File: src/core/irs_defs.svh
/*
  constants of the interrupt return sequencer: register indices, field
  positions, reset values and sizes. assumes inclusion by bare name.
*/
// What this block does
// - two returns, only one clears cache valids
// - invalidating return spares locked cache regions
// - finish single access, wait for multiples
// - block traps from invalidate to multiple start
// - copy saved status into current status
// - hardware driven status bits stay live
// - restart single access when valid, single
// - no multiple restart at single point
// - first fetch from execute restart, branch
// - second fetch from decode restart, branch unless the pair was sequential
// - advance both restart instructions together
// - restart multiple transfer after both fetches
// - finally re-enable traps per current status
// - untouched sequential restart pair fetches sequentially
// - freeze holds restart, channel, arithmetic state
// - frozen loads leave byte pointer alone
// - frozen: carry bit not updated
// - frozen: divide flag not updated
// - vectors below 64 supervisor only
// - supervisor assert emulates hardware vector trap
// - restart registers capture decode, execute addresses
// - report register captures write-back address
// - trap saves status and sets freeze
`ifndef IRS_DEFS_SVH
`define IRS_DEFS_SVH

`define IRS_REG_CPS 4'h0
`define IRS_REG_OPS 4'h1
`define IRS_REG_PC0 4'h2
`define IRS_REG_PC1 4'h3
`define IRS_REG_PC2 4'h4
`define IRS_REG_CHA 4'h5
`define IRS_REG_CHD 4'h6
`define IRS_REG_CHC 4'h7
`define IRS_REG_ALU 4'h8
`define IRS_REG_BP 4'h9
`define IRS_REG_STAT 4'hA

`define IRS_DA_BIT 0
`define IRS_DI_BIT 1
`define IRS_SM_BIT 4
`define IRS_FZ_BIT 10
`define IRS_IP_BIT 14
`define IRS_CV_BIT 0
`define IRS_NN_BIT 1
`define IRS_ML_BIT 2
`define IRS_CARRY_BIT 5
`define IRS_DIVF_BIT 6

`define IRS_CPS_RST 32'h0000_0410
`define IRS_HW_VEC_LIMIT 8'h40
`define IRS_WORD_STEP 32'h0000_0004
`define IRS_IC_LINES 64
`define IRS_IC_REGIONS 2

`endif

File: src/core/irs_pkg.sv
/*
  types of the interrupt return sequencer.
  assumes nothing beyond a sv compiler.
*/
package irs_pkg;
  typedef enum logic [9:0] {
    IRS_IDLE = 10'b00_0000_0001,
    IRS_DRAIN = 10'b00_0000_0010,
    IRS_INVAL = 10'b00_0000_0100,
    IRS_COPY = 10'b00_0000_1000,
    IRS_ACC = 10'b00_0001_0000,
    IRS_FETCH1 = 10'b00_0010_0000,
    IRS_FETCH2 = 10'b00_0100_0000,
    IRS_ADV = 10'b00_1000_0000,
    IRS_MULTI = 10'b01_0000_0000,
    IRS_ENABLE = 10'b10_0000_0000
  } irs_state_t;

  typedef struct packed {
    logic req;
    logic branch;
    logic [31:0] addr;
  } irs_fetch_t;

  typedef struct packed {
    logic [31:0] addr;
    logic [31:0] data;
    logic [31:0] ctl;
  } irs_chan_t;
endpackage : irs_pkg

File: src/core/irs_valid_clear.sv
/*
  walks every instruction cache line and strobes a valid clear for each
  line whose region is not locked. assumes lines split evenly into regions.
*/
`timescale 1ns/1ps
`include "irs_defs.svh"
module irs_valid_clear #(
  parameter int LINES = `IRS_IC_LINES,
  parameter int REGIONS = `IRS_IC_REGIONS
) (
  input wire logic clk, // clock
  input wire logic srst, // sync reset
  input wire logic start, // begin a walk
  input wire logic [REGIONS-1:0] locked, // region lock flags
  output logic [$clog2(LINES)-1:0] clrIdx_q, // line to clear
  output logic clrEn_q, // clear strobe
  output logic busy_q, // walk running
  output logic done_q // walk finished
);
  localparam int IW = $clog2(LINES);
  localparam int RW = (REGIONS > 1) ? $clog2(REGIONS) : 1;
  localparam int RSH = IW - RW;
  logic [IW-1:0] idx_q, idx_d, clrIdx_d;
  logic clrEn_d, busy_d, done_d;
  logic [RW-1:0] region;

  always_comb begin
    idx_d = idx_q;
    busy_d = busy_q;
    clrEn_d = 1'b0;
    clrIdx_d = clrIdx_q;
    done_d = 1'b0;
    region = RW'(idx_q >> RSH);
    if (busy_q) begin
      clrIdx_d = idx_q;
      clrEn_d = !locked[region];
      idx_d = idx_q + 1'b1;
      if (idx_q == IW'(LINES - 1)) begin
        busy_d = 1'b0;
        done_d = 1'b1;
      end
    end else if (start) begin
      busy_d = 1'b1;
      idx_d = '0;
    end
  end

  always_ff @(posedge clk) begin
    if (srst) begin
      idx_q <= '0;
      busy_q <= 1'b0;
      clrEn_q <= 1'b0;
      clrIdx_q <= '0;
      done_q <= 1'b0;
    end else begin
      idx_q <= idx_d;
      busy_q <= busy_d;
      clrEn_q <= clrEn_d;
      clrIdx_q <= clrIdx_d;
      done_q <= done_d;
    end
  end

  chk_locked_spared: assert property (@(posedge clk) disable iff (srst)
    busy_q && locked[region] |=> !clrEn_q)
    else $error("locked line was cleared");
endmodule : irs_valid_clear

File: src/core/irs_return_seq.sv
/*
  exception return sequencer with the frozen restart state, status copy,
  byte pointer and arithmetic status, and supervisor assert vetting.
  assumes pipeline, cache and memory bus on the same clock.
*/
// The address-and-strobe port and the address map were left to the implementer.
`timescale 1ns/1ps
`include "irs_defs.svh"
module irs_return_seq #(
  parameter int LINES = `IRS_IC_LINES,
  parameter int REGIONS = `IRS_IC_REGIONS
) (
  input wire logic clk, // clock
  input wire logic srst, // sync reset
  input wire logic [3:0] regAddr, // register index
  input wire logic [31:0] regWdata, // write data
  input wire logic regWr, // write strobe
  input wire logic regRd, // read strobe
  output logic [31:0] regRdata_q, // read data, next cycle
  input wire logic retReq, // return op issued
  input wire logic retInv, // return_and_flush_op variant
  input wire logic memBusy, // single access in flight
  input wire logic multiBusy, // multiple transfer running
  input wire logic [REGIONS-1:0] icLocked, // locked cache regions
  output logic [$clog2(LINES)-1:0] icClrIdx_q, // cache line index
  output logic icClrEn_q, // clear valid strobe
  output irs_pkg::irs_fetch_t fetch_q, // restart fetch request
  input wire logic fetchDone, // fetch answered
  output logic accReq_q, // restart single access
  input wire logic accAck, // single access started
  output logic multiReq_q, // restart multiple transfer
  input wire logic multiAck, // multiple transfer started
  output irs_pkg::irs_chan_t chan_q, // channel registers
  output logic pipeAdv_q, // load execute and decode
  output logic retDone_q, // return finished
  output logic trapBlock_q, // traps held off
  output logic [31:0] curStatus_q, // current status
  output logic [31:0] aluStatus_q, // arithmetic status
  output logic [31:0] bytePtr_q, // byte pointer
  input wire logic trapTake, // trap entry taken
  input wire logic hwIntPend, // live interrupt pending
  input wire logic decAdv, // instruction enters decode
  input wire logic exeAdv, // instruction enters execute
  input wire logic wbAdv, // instruction enters write-back
  input wire logic [31:0] decPc, // its address
  input wire logic [31:0] exePc, // its address
  input wire logic [31:0] wbPc, // its address
  input wire logic chWe, // channel update
  input wire irs_pkg::irs_chan_t chIn, // channel value
  input wire logic aluWe, // arithmetic status write
  input wire logic [31:0] aluIn, // its value
  input wire logic carryWe, // carry update
  input wire logic carryIn, // carry value
  input wire logic divWe, // divide step flag update
  input wire logic divIn, // divide flag value
  input wire logic lsSetBp, // load/store with set byte pointer
  input wire logic [31:0] lsBp, // byte pointer value
  input wire logic asrtOp, // assert op executes
  input wire logic [7:0] asrtVec, // its vector
  input wire logic asrtFires, // its condition traps
  output logic protViol_q, // user named hardware vector
  output logic vecTrap_q, // assert trap raised
  output logic [7:0] trapVec_q // vector of that trap
);
  import irs_pkg::*;

  function automatic logic [31:0] wordAddr(input logic [31:0] a);
    return {a[31:2], 2'b00};
  endfunction : wordAddr

  function automatic logic chanRestart(input logic [31:0] ctl, input logic multi);
    return ctl[`IRS_CV_BIT] && !ctl[`IRS_NN_BIT] && (ctl[`IRS_ML_BIT] == multi);
  endfunction : chanRestart

  //////////////////////////////////////////////////////////////////////////
  // return sequencer
  irs_state_t state_q, state_d;
  irs_fetch_t fetch_d;
  logic inv_q, inv_d, invStart_q, invStart_d;
  logic accReq_d, multiReq_d, pipeAdv_d, retDone_d, trapBlock_d;
  logic doCopy, invBusy;
  logic seq_q, seq_d;
  logic [31:0] cps_d, ops_q, ops_d, pc0_q, pc0_d, pc1_q, pc1_d, pc2_q, pc2_d;
  logic [31:0] alu_d, bp_d;
  irs_chan_t chan_d;
  logic fz;

  assign fz = curStatus_q[`IRS_FZ_BIT];

  irs_valid_clear #(.LINES(LINES), .REGIONS(REGIONS)) uClear (
    .clk(clk),
    .srst(srst),
    .start(invStart_q),
    .locked(icLocked),
    .clrIdx_q(icClrIdx_q),
    .clrEn_q(icClrEn_q),
    .busy_q(invBusy),
    .done_q()
  );

  always_comb begin
    state_d = state_q;
    inv_d = inv_q;
    fetch_d = fetch_q;
    accReq_d = accReq_q;
    multiReq_d = multiReq_q;
    pipeAdv_d = 1'b0;
    retDone_d = 1'b0;
    invStart_d = 1'b0;
    doCopy = 1'b0;
    case (state_q)
      IRS_IDLE: begin
        if (retReq) begin
          inv_d = retInv;
          state_d = IRS_DRAIN;
        end
      end
      IRS_DRAIN: begin
        if (!memBusy && !multiBusy) begin
          invStart_d = inv_q;
          state_d = IRS_INVAL;
        end
      end
      IRS_INVAL: begin
        if (!invStart_q && !invBusy) begin
          state_d = IRS_COPY;
        end
      end
      IRS_COPY: begin
        doCopy = 1'b1;
        if (chanRestart(chan_q.ctl, 1'b0)) begin
          accReq_d = 1'b1;
          state_d = IRS_ACC;
        end else begin
          fetch_d = '{req: 1'b1, branch: 1'b1, addr: wordAddr(pc1_q)};
          state_d = IRS_FETCH1;
        end
      end
      IRS_ACC: begin
        if (accAck) begin
          accReq_d = 1'b0;
          fetch_d = '{req: 1'b1, branch: 1'b1, addr: wordAddr(pc1_q)};
          state_d = IRS_FETCH1;
        end
      end
      IRS_FETCH1: begin
        if (fetchDone) begin
          fetch_d = '{req: 1'b1, branch: !seq_q, addr: wordAddr(pc0_q)};
          state_d = IRS_FETCH2;
        end
      end
      IRS_FETCH2: begin
        if (fetchDone) begin
          fetch_d.req = 1'b0;
          pipeAdv_d = 1'b1;
          state_d = IRS_ADV;
        end
      end
      IRS_ADV: begin
        if (chanRestart(chan_q.ctl, 1'b1)) begin
          multiReq_d = 1'b1;
          state_d = IRS_MULTI;
        end else begin
          state_d = IRS_ENABLE;
        end
      end
      IRS_MULTI: begin
        if (multiAck) begin
          multiReq_d = 1'b0;
          state_d = IRS_ENABLE;
        end
      end
      IRS_ENABLE: begin
        retDone_d = 1'b1;
        state_d = IRS_IDLE;
      end
      default: begin
        state_d = IRS_IDLE;
      end
    endcase
    // current status gating takes over again once enable is reached
    trapBlock_d = !(state_d == IRS_IDLE || state_d == IRS_DRAIN ||
                    state_d == IRS_ENABLE);
  end

  always_ff @(posedge clk) begin
    if (srst) begin
      state_q <= IRS_IDLE;
      inv_q <= 1'b0;
      invStart_q <= 1'b0;
      fetch_q <= '0;
      accReq_q <= 1'b0;
      multiReq_q <= 1'b0;
      pipeAdv_q <= 1'b0;
      retDone_q <= 1'b0;
      trapBlock_q <= 1'b0;
    end else begin
      state_q <= state_d;
      inv_q <= inv_d;
      invStart_q <= invStart_d;
      fetch_q <= fetch_d;
      accReq_q <= accReq_d;
      multiReq_q <= multiReq_d;
      pipeAdv_q <= pipeAdv_d;
      retDone_q <= retDone_d;
      trapBlock_q <= trapBlock_d;
    end
  end

  //////////////////////////////////////////////////////////////////////////
  // status, restart and frozen registers
  logic pipeOn;
  // pipeline capture pauses while the sequencer owns the restart pair
  assign pipeOn = !fz && (state_q == IRS_IDLE);

  always_comb begin
    cps_d = curStatus_q;
    ops_d = ops_q;
    pc0_d = pc0_q;
    pc1_d = pc1_q;
    pc2_d = pc2_q;
    chan_d = chan_q;
    alu_d = aluStatus_q;
    bp_d = bytePtr_q;
    seq_d = seq_q;
    if (pipeOn) begin
      if (decAdv) pc0_d = wordAddr(decPc);
      if (exeAdv) pc1_d = wordAddr(exePc);
      if (wbAdv) pc2_d = wordAddr(wbPc);
      if (chWe) chan_d = chIn;
      if (aluWe) alu_d = aluIn;
      if (carryWe) alu_d[`IRS_CARRY_BIT] = carryIn;
      if (divWe) alu_d[`IRS_DIVF_BIT] = divIn;
    end
    if (lsSetBp && !fz) bp_d = lsBp;
    if (regWr) begin
      case (regAddr)
        `IRS_REG_CPS: cps_d = regWdata;
        `IRS_REG_OPS: ops_d = regWdata;
        `IRS_REG_PC0: begin
          pc0_d = wordAddr(regWdata);
          seq_d = 1'b0;
        end
        `IRS_REG_PC1: begin
          pc1_d = wordAddr(regWdata);
          seq_d = 1'b0;
        end
        `IRS_REG_PC2: pc2_d = wordAddr(regWdata);
        `IRS_REG_CHA: chan_d.addr = regWdata;
        `IRS_REG_CHD: chan_d.data = regWdata;
        `IRS_REG_CHC: chan_d.ctl = regWdata;
        `IRS_REG_ALU: alu_d = regWdata;
        `IRS_REG_BP: bp_d = regWdata;
        default: begin
        end
      endcase
    end
    if (trapTake && !trapBlock_q) begin
      ops_d = curStatus_q;
      cps_d[`IRS_FZ_BIT] = 1'b1;
      seq_d = (pc0_q == pc1_q + `IRS_WORD_STEP);
    end
    if (doCopy) cps_d = ops_q;
    cps_d[`IRS_IP_BIT] = hwIntPend;
  end

  always_ff @(posedge clk) begin
    if (srst) begin
      curStatus_q <= `IRS_CPS_RST;
      ops_q <= `IRS_CPS_RST;
      pc0_q <= '0;
      pc1_q <= '0;
      pc2_q <= '0;
      chan_q <= '0;
      aluStatus_q <= '0;
      bytePtr_q <= '0;
      seq_q <= 1'b0;
    end else begin
      curStatus_q <= cps_d;
      ops_q <= ops_d;
      pc0_q <= pc0_d;
      pc1_q <= pc1_d;
      pc2_q <= pc2_d;
      chan_q <= chan_d;
      aluStatus_q <= alu_d;
      bytePtr_q <= bp_d;
      seq_q <= seq_d;
    end
  end

  //////////////////////////////////////////////////////////////////////////
  // register read port and assert vetting
  logic [31:0] rdata_d;
  logic protViol_d, vecTrap_d;
  logic [7:0] trapVec_d;

  always_comb begin
    rdata_d = '0;
    if (regRd) begin
      case (regAddr)
        `IRS_REG_CPS: rdata_d = curStatus_q;
        `IRS_REG_OPS: rdata_d = ops_q;
        `IRS_REG_PC0: rdata_d = pc0_q;
        `IRS_REG_PC1: rdata_d = pc1_q;
        `IRS_REG_PC2: rdata_d = pc2_q;
        `IRS_REG_CHA: rdata_d = chan_q.addr;
        `IRS_REG_CHD: rdata_d = chan_q.data;
        `IRS_REG_CHC: rdata_d = chan_q.ctl;
        `IRS_REG_ALU: rdata_d = aluStatus_q;
        `IRS_REG_BP: rdata_d = bytePtr_q;
        `IRS_REG_STAT: rdata_d = {20'h0_0000, seq_q, inv_q, state_q};
        default: rdata_d = '0;
      endcase
    end
    protViol_d = 1'b0;
    vecTrap_d = 1'b0;
    trapVec_d = trapVec_q;
    if (asrtOp) begin
      if (asrtVec < `IRS_HW_VEC_LIMIT && !curStatus_q[`IRS_SM_BIT]) begin
        protViol_d = 1'b1;
      end else if (asrtFires) begin
        vecTrap_d = 1'b1;
        trapVec_d = asrtVec;
      end
    end
  end

  always_ff @(posedge clk) begin
    if (srst) begin
      regRdata_q <= '0;
      protViol_q <= 1'b0;
      vecTrap_q <= 1'b0;
      trapVec_q <= '0;
    end else begin
      regRdata_q <= rdata_d;
      protViol_q <= protViol_d;
      vecTrap_q <= vecTrap_d;
      trapVec_q <= trapVec_d;
    end
  end

  //////////////////////////////////////////////////////////////////////////
  // checks
  chk_drain_waits: assert property (@(posedge clk) disable iff (srst)
    state_q == IRS_DRAIN && (memBusy || multiBusy) |=> state_q == IRS_DRAIN)
    else $error("return left drain with traffic open");
  chk_block_window: assert property (@(posedge clk) disable iff (srst)
    state_q inside {IRS_INVAL, IRS_COPY, IRS_ACC, IRS_FETCH1, IRS_FETCH2,
                    IRS_ADV, IRS_MULTI} |-> trapBlock_q)
    else $error("traps open during return");
  chk_plain_noclear: assert property (@(posedge clk) disable iff (srst)
    state_q == IRS_DRAIN && !inv_q |=> !invStart_q)
    else $error("plain return started a cache clear");
  chk_copy_status: assert property (@(posedge clk) disable iff (srst)
    state_q == IRS_COPY |=> curStatus_q[`IRS_FZ_BIT] == $past(ops_q[`IRS_FZ_BIT]))
    else $error("saved status not copied");
  chk_clear_first: assert property (@(posedge clk) disable iff (srst)
    $rose(fetch_q.req) |-> !invBusy && !icClrEn_q)
    else $error("restart fetch before cache clear ended");
  chk_fetch_order: assert property (@(posedge clk) disable iff (srst)
    state_q == IRS_FETCH1 && fetchDone |=> fetch_q.addr == pc0_q && fetch_q.req)
    else $error("second restart fetch wrong");
  chk_single_restart: assert property (@(posedge clk) disable iff (srst)
    state_q == IRS_COPY && chanRestart(chan_q.ctl, 1'b0) |=> accReq_q && !fetch_q.req)
    else $error("single access not restarted");
  chk_multi_late: assert property (@(posedge clk) disable iff (srst)
    multiReq_q |-> state_q == IRS_MULTI)
    else $error("multiple restart out of place");
  chk_pc_frozen: assert property (@(posedge clk) disable iff (srst)
    fz && !regWr |=> $stable(pc0_q) && $stable(pc1_q) && $stable(aluStatus_q))
    else $error("frozen register changed");
  chk_bp_frozen: assert property (@(posedge clk) disable iff (srst)
    fz && lsSetBp && !regWr |=> $stable(bytePtr_q))
    else $error("byte pointer moved while frozen");
  chk_user_vector: assert property (@(posedge clk) disable iff (srst)
    asrtOp && asrtVec < `IRS_HW_VEC_LIMIT && !curStatus_q[`IRS_SM_BIT]
    |=> protViol_q && !vecTrap_q)
    else $error("user assert named hardware vector");
  chk_trap_freeze: assert property (@(posedge clk) disable iff (srst)
    trapTake && !trapBlock_q && !(state_q == IRS_COPY)
    |=> curStatus_q[`IRS_FZ_BIT] && ops_q == $past(curStatus_q))
    else $error("trap entry did not freeze");
  chk_align: assert property (@(posedge clk) disable iff (srst)
    pc0_q[1:0] == 2'b00 && pc1_q[1:0] == 2'b00 && pc2_q[1:0] == 2'b00)
    else $error("restart address unaligned");
endmodule : irs_return_seq

File: config.mk
export PLATFORM = sky130hd
export DESIGN_NAME = irs_return_seq
export DESIGN_NICKNAME = d
export VERILOG_FILES = /design/src/core/irs_pkg.sv /design/src/core/irs_valid_clear.sv /design/src/core/irs_return_seq.sv
export VERILOG_INCLUDE_DIRS = /design/src /design/src/core
export SDC_FILE = /design/constraint.sdc
export NUM_CORES = 1
export LEC_CHECK = 0
export BUFFER_PORTS_ARGS = -buffer_cell sky130_fd_sc_hd__buf_2
export CAP_MARGIN = 20
export CORE_MARGIN = 2
export CORE_UTILIZATION = 30
export CTS_BUF_LIST = sky130_fd_sc_hd__clkbuf_4
export DETAILED_ROUTE_END_ITERATION = 8
export GPL_TIMING_DRIVEN = 0
export SLEW_MARGIN = 30
export SYNTH_ARGS = -nofsm -noshare
export SYNTH_HDL_FRONTEND = slang
export SYNTH_SLANG_ARGS = --single-unit
export TNS_END_PERCENT = 100
File: constraint.sdc
create_clock -name clk -period 4.4 [get_ports clk]
set_input_delay 0.22 -clock clk [delete_from_list [all_inputs] [get_ports clk]]
set_output_delay 0.22 -clock clk [all_outputs]
set_load 0.005 [all_outputs]
==> results of run 1 <==
==> cells by family (layout without fill, tap and decap cells) <==
group           count (synthesis)  count (layout)
simple gates                 1034            1034
mux                           168             168
compound gates                588             588
buf+inv                       297            1705
xor+xnor                       39              39
other cells                     1               7
flops                         426             426
fa+ha+maj                       2               2
==> cell usage after synthesis, types with 4 or more instances <==
master and instances:
nand4b_1 6, nand4_1 16, a31oi_1 36, a22o_1 66, xor2_1 18, o2111ai_1 4, a222oi_1 8, buf_4 5
a22oi_1 24, nor2b_1 14, inv_1 10, a311oi_1 219, mux2_2 33, buf_1 27, nor4_1 13, and3_1 8
nand2_1 280, nand2b_1 10, a221oi_1 64, dfxtp_1 426, a21oi_1 33, or3_1 6, o21ai_0 16, clkbuf_1 215
mux2i_1 135, nor3_1 16, nor3b_1 11, a211oi_1 94, nand3_1 237, or4_1 5, buf_2 35, xnor2_1 21
nor2_1 384
==> cell usage in the layout (no fill, tap or decap), types with 26 or more instances in the layout <==
cell / instances
a211oi_1: 94
a21oi_1: 33
a221oi_1: 64
a22o_1: 66
a311oi_1: 219
a31oi_1: 36
buf_1: 26
buf_2: 602
clkbuf_1: 212
clkbuf_4: 191
dfxtp_1: 426
dlygate4sd3_1: 628
mux2_2: 33
mux2i_1: 135
nand2_1: 280
nand3_1: 237
nor2_1: 384
==> report_power, final <==
group          switching (mW)  total [mW]  leakage, nW  internal (mW)
Sequential              0.124        4.08         3.45           3.95
Combinational           0.717        1.26         9.57          0.540
Clock                    1.89        3.89        0.938           2.00
==> worst max-delay path: stages, from the launching register on <==
cell           delay [ns]
dfxtp_1              0.41
or4_4                0.57
nor2_4               0.16
nand2_1              0.12
nor2_4               0.45
buf_4                0.34
buf_2                0.34
nand3_1              0.13
dlygate4sd3_1        0.59
a311oi_1             0.28
dlygate4sd3_1        0.60
==> per-stage QoR <==
step	hold slack (ns)	utilization	total power, mW	std cells
2_1_floorplan	0.324	-	4.52	2556
3_3_place_gp	0.433	0.361	5.07	4062
3_5_place_dp	0.443	0.361	5.07	4062
4_1_cts	0.000840	0.472	9.13	4902
5_1_grt	0.0638	0.473	9.44	4907
6_report	0.0456	0.473	9.22	4909
==> state kept, by name, summed over array words and instances, names as in the netlist, 6 cells and up <==
signal,count
ops_q,32
pc0_q,32
state_q,10
bytePtr_q,32
uClear.clrIdx_q,6
trapVec_q,8
pc1_q,32
curStatus_q,32
regRdata_q,32
fetch_q,32
aluStatus_q,32
chan_q,96
pc2_q,32
uClear.idx_q,6
==> worst max path at each step <==
stage	startpoint	endpoint	slack [ns]	depth (start not counted)
2_1_floorplan	pc1_q[3]	seq_q	2.07	8
3_3_place_gp	regAddr[1]	regRdata_q[14]	0.47	7
3_5_place_dp	regAddr[0]	regRdata_q[11]	0.77	7
4_1_cts	state_q[5]	pc1_q[2]	0.45	11
5_1_grt	state_q[5]	pc0_q[31]	0.24	11
6_report	state_q[9]	pc1_q[7]	0.32	10
==> routing by layer <==
metal	wire [um]	up-vias	track usage
met5	13	-	0
met4	11200	2	0.259
met3	15500	614	0.0869
met2	61000	2287	0.573
met1	50900	13600	0.434
li1	-	12200	-
==> area by class of cell <==
class / instances / area, um2 / share of cell area
multi-input combinational: 1833 / 11500 / 0.347
timing repair buffer: 1194 / 9120 / 0.275
sequential: 426 / 8530 / 0.258
clock buffer: 191 / 1430 / 0.0433
buffer: 287 / 1200 / 0.0363
tap: 940 / 1180 / 0.0355
clock inverter: 23 / 113 / 0.00340
inverter: 10 / 37.5 / 0.00113
antenna: 5 / 12.5 / 0.000378
==> flow_summary.json, run 1 <==
{
  "status": "finished, final reports clean",
  "rsz0062_at_grt": "false",
  "synth.largest_area_cell": "dfxtp_1",
  "drive_gt1_frac": 0.218,
  "ant_nets": 0,
  "placed_area_mm2": 0.0253,
  "synth_edf_count": 0,
  "ys_types": 74,
  "drt_pass1_iterations": 9,
  "synth_top_family_by_area": "compound AO/OA/AOI/OAI gates",
  "rows": 97,
  "arrival_ns": 4.94,
  "start_util": 0.303,
  "endpoint_kind": "register",
  "grt_start_max_net_pins": 16,
  "wirelength_um": 139000,
  "dp_hpwl_um": 104000,
  "cts_sinks": 426,
  "yosys_warnings": 0,
  "clock_path_buffers": 3,
  "cts_buffers": 116,
  "syn_avg_cell_area_um2": 8.31,
  "via_count": 28800,
  "htree_levels": 3,
  "cp.required_ns": 5.26,
  "post-place-ws_ns": 0.772,
  "critPathKind": "reg2reg",
  "r2r_cells": 10,
  "gp_congestion": 0.991,
  "slew_headroom": 0.257,
  "nFillCells": 6999,
  "drc_errors": 0,
  "cts_hold_buffers": 626,
  "ys_ff_latch": 426,
  "clk_pin_slew_ns": 0.07,
  "finalSetupViolCount": 0,
  "synth_ff_type": "dfxtp_1",
  "regToRegEndpoint": "pc1_q[7]",
  "synth_fa_ha_area_frac": 0.00118,
  "synth.area.mux_share": 0.0811,
  "post-route-period-util": 0.928,
  "max_freq_mhz": 245,
  "yosys-top-cells-area": "dfxtp_1, a311oi_1, nor2_1",
  "post_cts_buffers": 0,
  "yosys.area_share.simple": 0.218,
  "wl_per_cell_um": 28.2,
  "grt_first_pass_wirelength_um": 195000,
  "pwr_density_cell_mw_per_mm2": 279,
  "synth_xor_xnor_area_share": 0.0161,
  "clk_latency_ns": 0.96,
  "synthDominantCellAreaShare": 0.402,
  "finalClockSkew_ns": 0.0895,
  "ioPinCount": 607,
  "antenna_found_initial": 6,
  "finalWorstSetupSlack_ns": 0.318,
  "nets": 4197,
  "power_leakage_nw": 14.0,
  "grt_usage": 0.363,
  "postLayoutCellArea_mm2": 0.0331,
  "cp_max_fo": 10,
  "cts_tree": "done",
  "drv_slew": 0,
  "critPathLaunchType": "register",
  "grt_pass1_vias": 27900,
  "coreArea_mm2": 0.0700,
  "min_path_type": "in2reg",
  "die_w_um": 270,
  "initialDrtViolationCount": 3533,
  "vias_per_cell": 5.86,
  "hold_start": "chWe",
  "finalCriticalPeriod_ns": 4.08,
  "hold_viol_final": 0,
  "grt_overflow": 0,
  "cts_resized": 0,
  "ys_seq_area_frac": 0.402,
  "holdPathStages": 4,
  "dieArea_mm2": 0.0729,
  "die_y_um": 270,
  "cts_root_buf": "clkbuf_4",
  "r2r_slack_ns": 0.32,
  "peakVddDrop_mv": 0.167,
  "r2r_start": "state_q[9]",
  "whs_endpoint": "chan_q[24]",
  "syn_area_mm2": 0.0212,
  "maxCapViolCount": 0,
  "place.port_buffers": 566,
  "syn_to_final_growth_pct": 55.9,
  "max_slew.worst_pin.slew_ns": 1.11,
  "fin_setup_tns_ns": 0,
  "synthArstFlopShare": 0,
  "synth_compound_area_frac": 0.223,
  "synthCells": 2555
}
Note: power is estimated with default switching activity, not from simulation.
==> run 2, diff against run 1 <==
--- a/config.mk
+++ b/config.mk
@@ -14,4 +14,5 @@
 export DETAILED_ROUTE_END_ITERATION = 8
 export GPL_TIMING_DRIVEN = 0
+export REMOVE_ABC_BUFFERS = 1
 export SLEW_MARGIN = 30
 export SYNTH_ARGS = -nofsm -noshare
==> constraint.sdc (replaced) <==
create_clock -name clk -period 4.4 [get_ports clk]
set_input_delay 0.44 -clock clk [delete_from_list [all_inputs] [get_ports clk]]
set_output_delay 0.44 -clock clk [all_outputs]
set_load 0.005 [all_outputs]
==> run 2 against run 1 <==
Setup slack got worse by 0.012 ns; via count fell by 7.1%; die area did not move; critical path type unchanged; final area rose by 1.1%; non-clock buffer count fell by 189; hold slack improved by 0.094 ns; clock skew barely moved; combinational power fell by 7%; register-to-register slack barely moved; critical path depth rose by 2; highest routed layer unchanged; largest power group unchanged; global-route usage fell by 7.0 points.
==> flow_summary.json, run 2 (synthesis gave the netlist of run 1 again) <==
{
  "drc_errors": 0,
  "finalClockSkew_ns": 0.0890,
  "p_comb_frac": 0.129,
  "p_seq_frac": 0.447,
  "pwr_density_cell_mw_per_mm2": 271,
  "grt_overflow": 0,
  "gp_congestion": 0.841,
  "clockPowerShare": 0.424,
  "grt_use_met3": 0.0732,
  "ant_nets": 0,
  "multi_input_area_mm2": 0.0117,
  "post-place-ws_ns": 0.907,
  "rows": 97,
  "vias_per_cell": 5.66,
  "initialDrtViolationCount": 2618,
  "p_int_mw": 6.52,
  "endpoint_kind": "register",
  "grt_start_max_net_pins": 106,
  "use_met2": 0.489,
  "final_cell_mix": "dlygate4sd3_1, buf_2, dfxtp_1",
  "whs_endpoint": "vecTrap_q",
  "syn_to_final_growth_pct": 57.7,
  "regToRegEndpoint": "chan_q[13]",
  "place.port_buffers": 598,
  "max_slew.worst_pin.slew_ns": 0.977,
  "swShare": 0.282,
  "power_leakage_nw": 14.5,
  "power.total_mw": 9.08,
  "hold_start": "asrtFires",
  "grt_usage": 0.293,
  "antenna_found_initial": 7,
  "drive_gt1_frac": 0.255,
  "drv_slew": 0,
  "busiest_layer": "met2",
  "seq_area_mm2": 0.00853,
  "max_freq_mhz": 244,
  "r2r_cells": 12,
  "wl_per_cell_um": 23.7,
  "critPathLaunchType": "register",
  "post-route-period-util": 0.931,
  "postLayoutCellArea_mm2": 0.0335,
  "ioPinCount": 607,
  "dieArea_mm2": 0.0729,
  "nFillCells": 6548,
  "cts_buffers": 120,
  "final_common_cell": "dlygate4sd3_1",
  "drt_pass1_iterations": 8,
  "cp.required_ns": 5.19,
  "cts_sinks": 426,
  "finalWorstSetupSlack_ns": 0.306,
  "maxCapViolCount": 0,
  "final_util": 0.478,
  "holdPathStages": 3,
  "cts_root_buf": "clkbuf_4",
  "largest_reg_flops": 96,
  "clk_pin_slew_ns": 0.07,
  "post_cts_buffers": 0,
  "finalCriticalPeriod_ns": 4.09,
  "peakVddDrop_mv": 0.187,
  "arrival_ns": 4.88,
  "hold_viol_final": 0,
  "coreArea_mm2": 0.0700,
  "placed_area_mm2": 0.0258,
  "cp_max_fo": 24,
  "cts_tree": "done",
  "grt_pass1_vias": 26400,
  "grt_first_pass_wirelength_um": 165000,
  "clock_path_buffers": 3,
  "clk_latency_ns": 0.92,
  "p_sw_mw": 2.56,
  "min_path_type": "in2reg",
  "start_util": 0.303,
  "wirelength_um": 112000,
  "finalSetupViolCount": 0,
  "hold_slack_ns": 0.140,
  "regMostFlops": "chan_q",
  "critPathKind": "reg2reg",
  "slew_headroom": 0.349,
  "die_y_um": 270,
  "dp_hpwl_um": 73500,
  "via_count": 26700,
  "rsz0062_at_grt": "false",
  "die_w_um": 270,
  "nets": 4012,
  "status": "finished, final reports clean",
  "r2r_slack_ns": 0.31,
  "use_met1": 0.356,
  "r2r_start": "state_q[5]",
  "htree_levels": 3
}
[run 2: cell types whose count changed in the layout (fill, tap and decap cells not counted), moves of 16 or more]
| cell | delta |
|---|---|
| buf_1 | -26 |
| dlygate4sd3_1 | -16 |
| buf_16 | +25 |
| clkbuf_1 | -212 |
| buf_4 | +28 |
[run 2: critical path, cell delays in order, from the launching register on]
cell and delay, ns:
dfxtp_1 0.46, or4_4 0.60, nor2_4 0.18, nand2_1 0.13
nor2_4 0.34, buf_16 0.22, buf_16 0.18, buf_16 0.20
buf_16 0.18, nand3_1 0.09, dlygate4sd3_1 0.59, a311oi_1 0.24
dlygate4sd3_1 0.57
[run 2: layer usage]
metal,wire (um),vias up
met4,5010,2
li1,-,11800
met5,13,-
met1,43400,12800
met3,11100,351
met2,52400,1683
[run 2: layout make-up]
cell class | count | area share
Multi-Input combinational cell | 1833 | 0.349
Clock inverter | 27 | 0.00478
Antenna cell | 5 | 0.000374
Timing Repair Buffer | 1292 | 0.313
Clock buffer | 187 | 0.0419
Sequential cell | 426 | 0.255
Tap cell | 940 | 0.0351
Inverter | 10 | 0.00112
[run 2: worst max path at each step]
stage,startpoint,to,slack [ns],depth (start not counted)
6_report,state_q[5],chan_q[13],0.31,12
5_1_grt,state_q[5],pc0_q[20],0.16,12
4_1_cts,state_q[6],chan_q[13],0.35,12
3_5_place_dp,state_q[6],fetch_q[18],0.91,7
3_3_place_gp,regAddr[0],curStatus_q[10],-9.49,6
2_1_floorplan,state_q[6],chan_q[0],-1.98,7
[run 2: repair_timing]
item | CTS | global route
resized for setup | 0 | 0
endpoints found under the hold margin | 360 | 0
hold buffers | 612 | 0
[run 2: per-stage QoR]
stage	cells	TNS, ns
after detailed placement	3889	0
after global routing	4720	0
final	4720	0
after CTS	4715	0
after global placement	3807	-2448.92
after floorplan	2269	-325.40
[run 2: power groups by stage]
stage	Combinational [mW]	Clock [mW]	Sequential, mW
2_1_floorplan	0.291	0	4.11
3_3_place_gp	0.787	0	4.15
3_5_place_dp	0.838	0	4.15
4_1_cts	1.14	3.91	4.06
5_1_grt	1.24	4.13	4.07
6_report	1.17	3.85	4.06
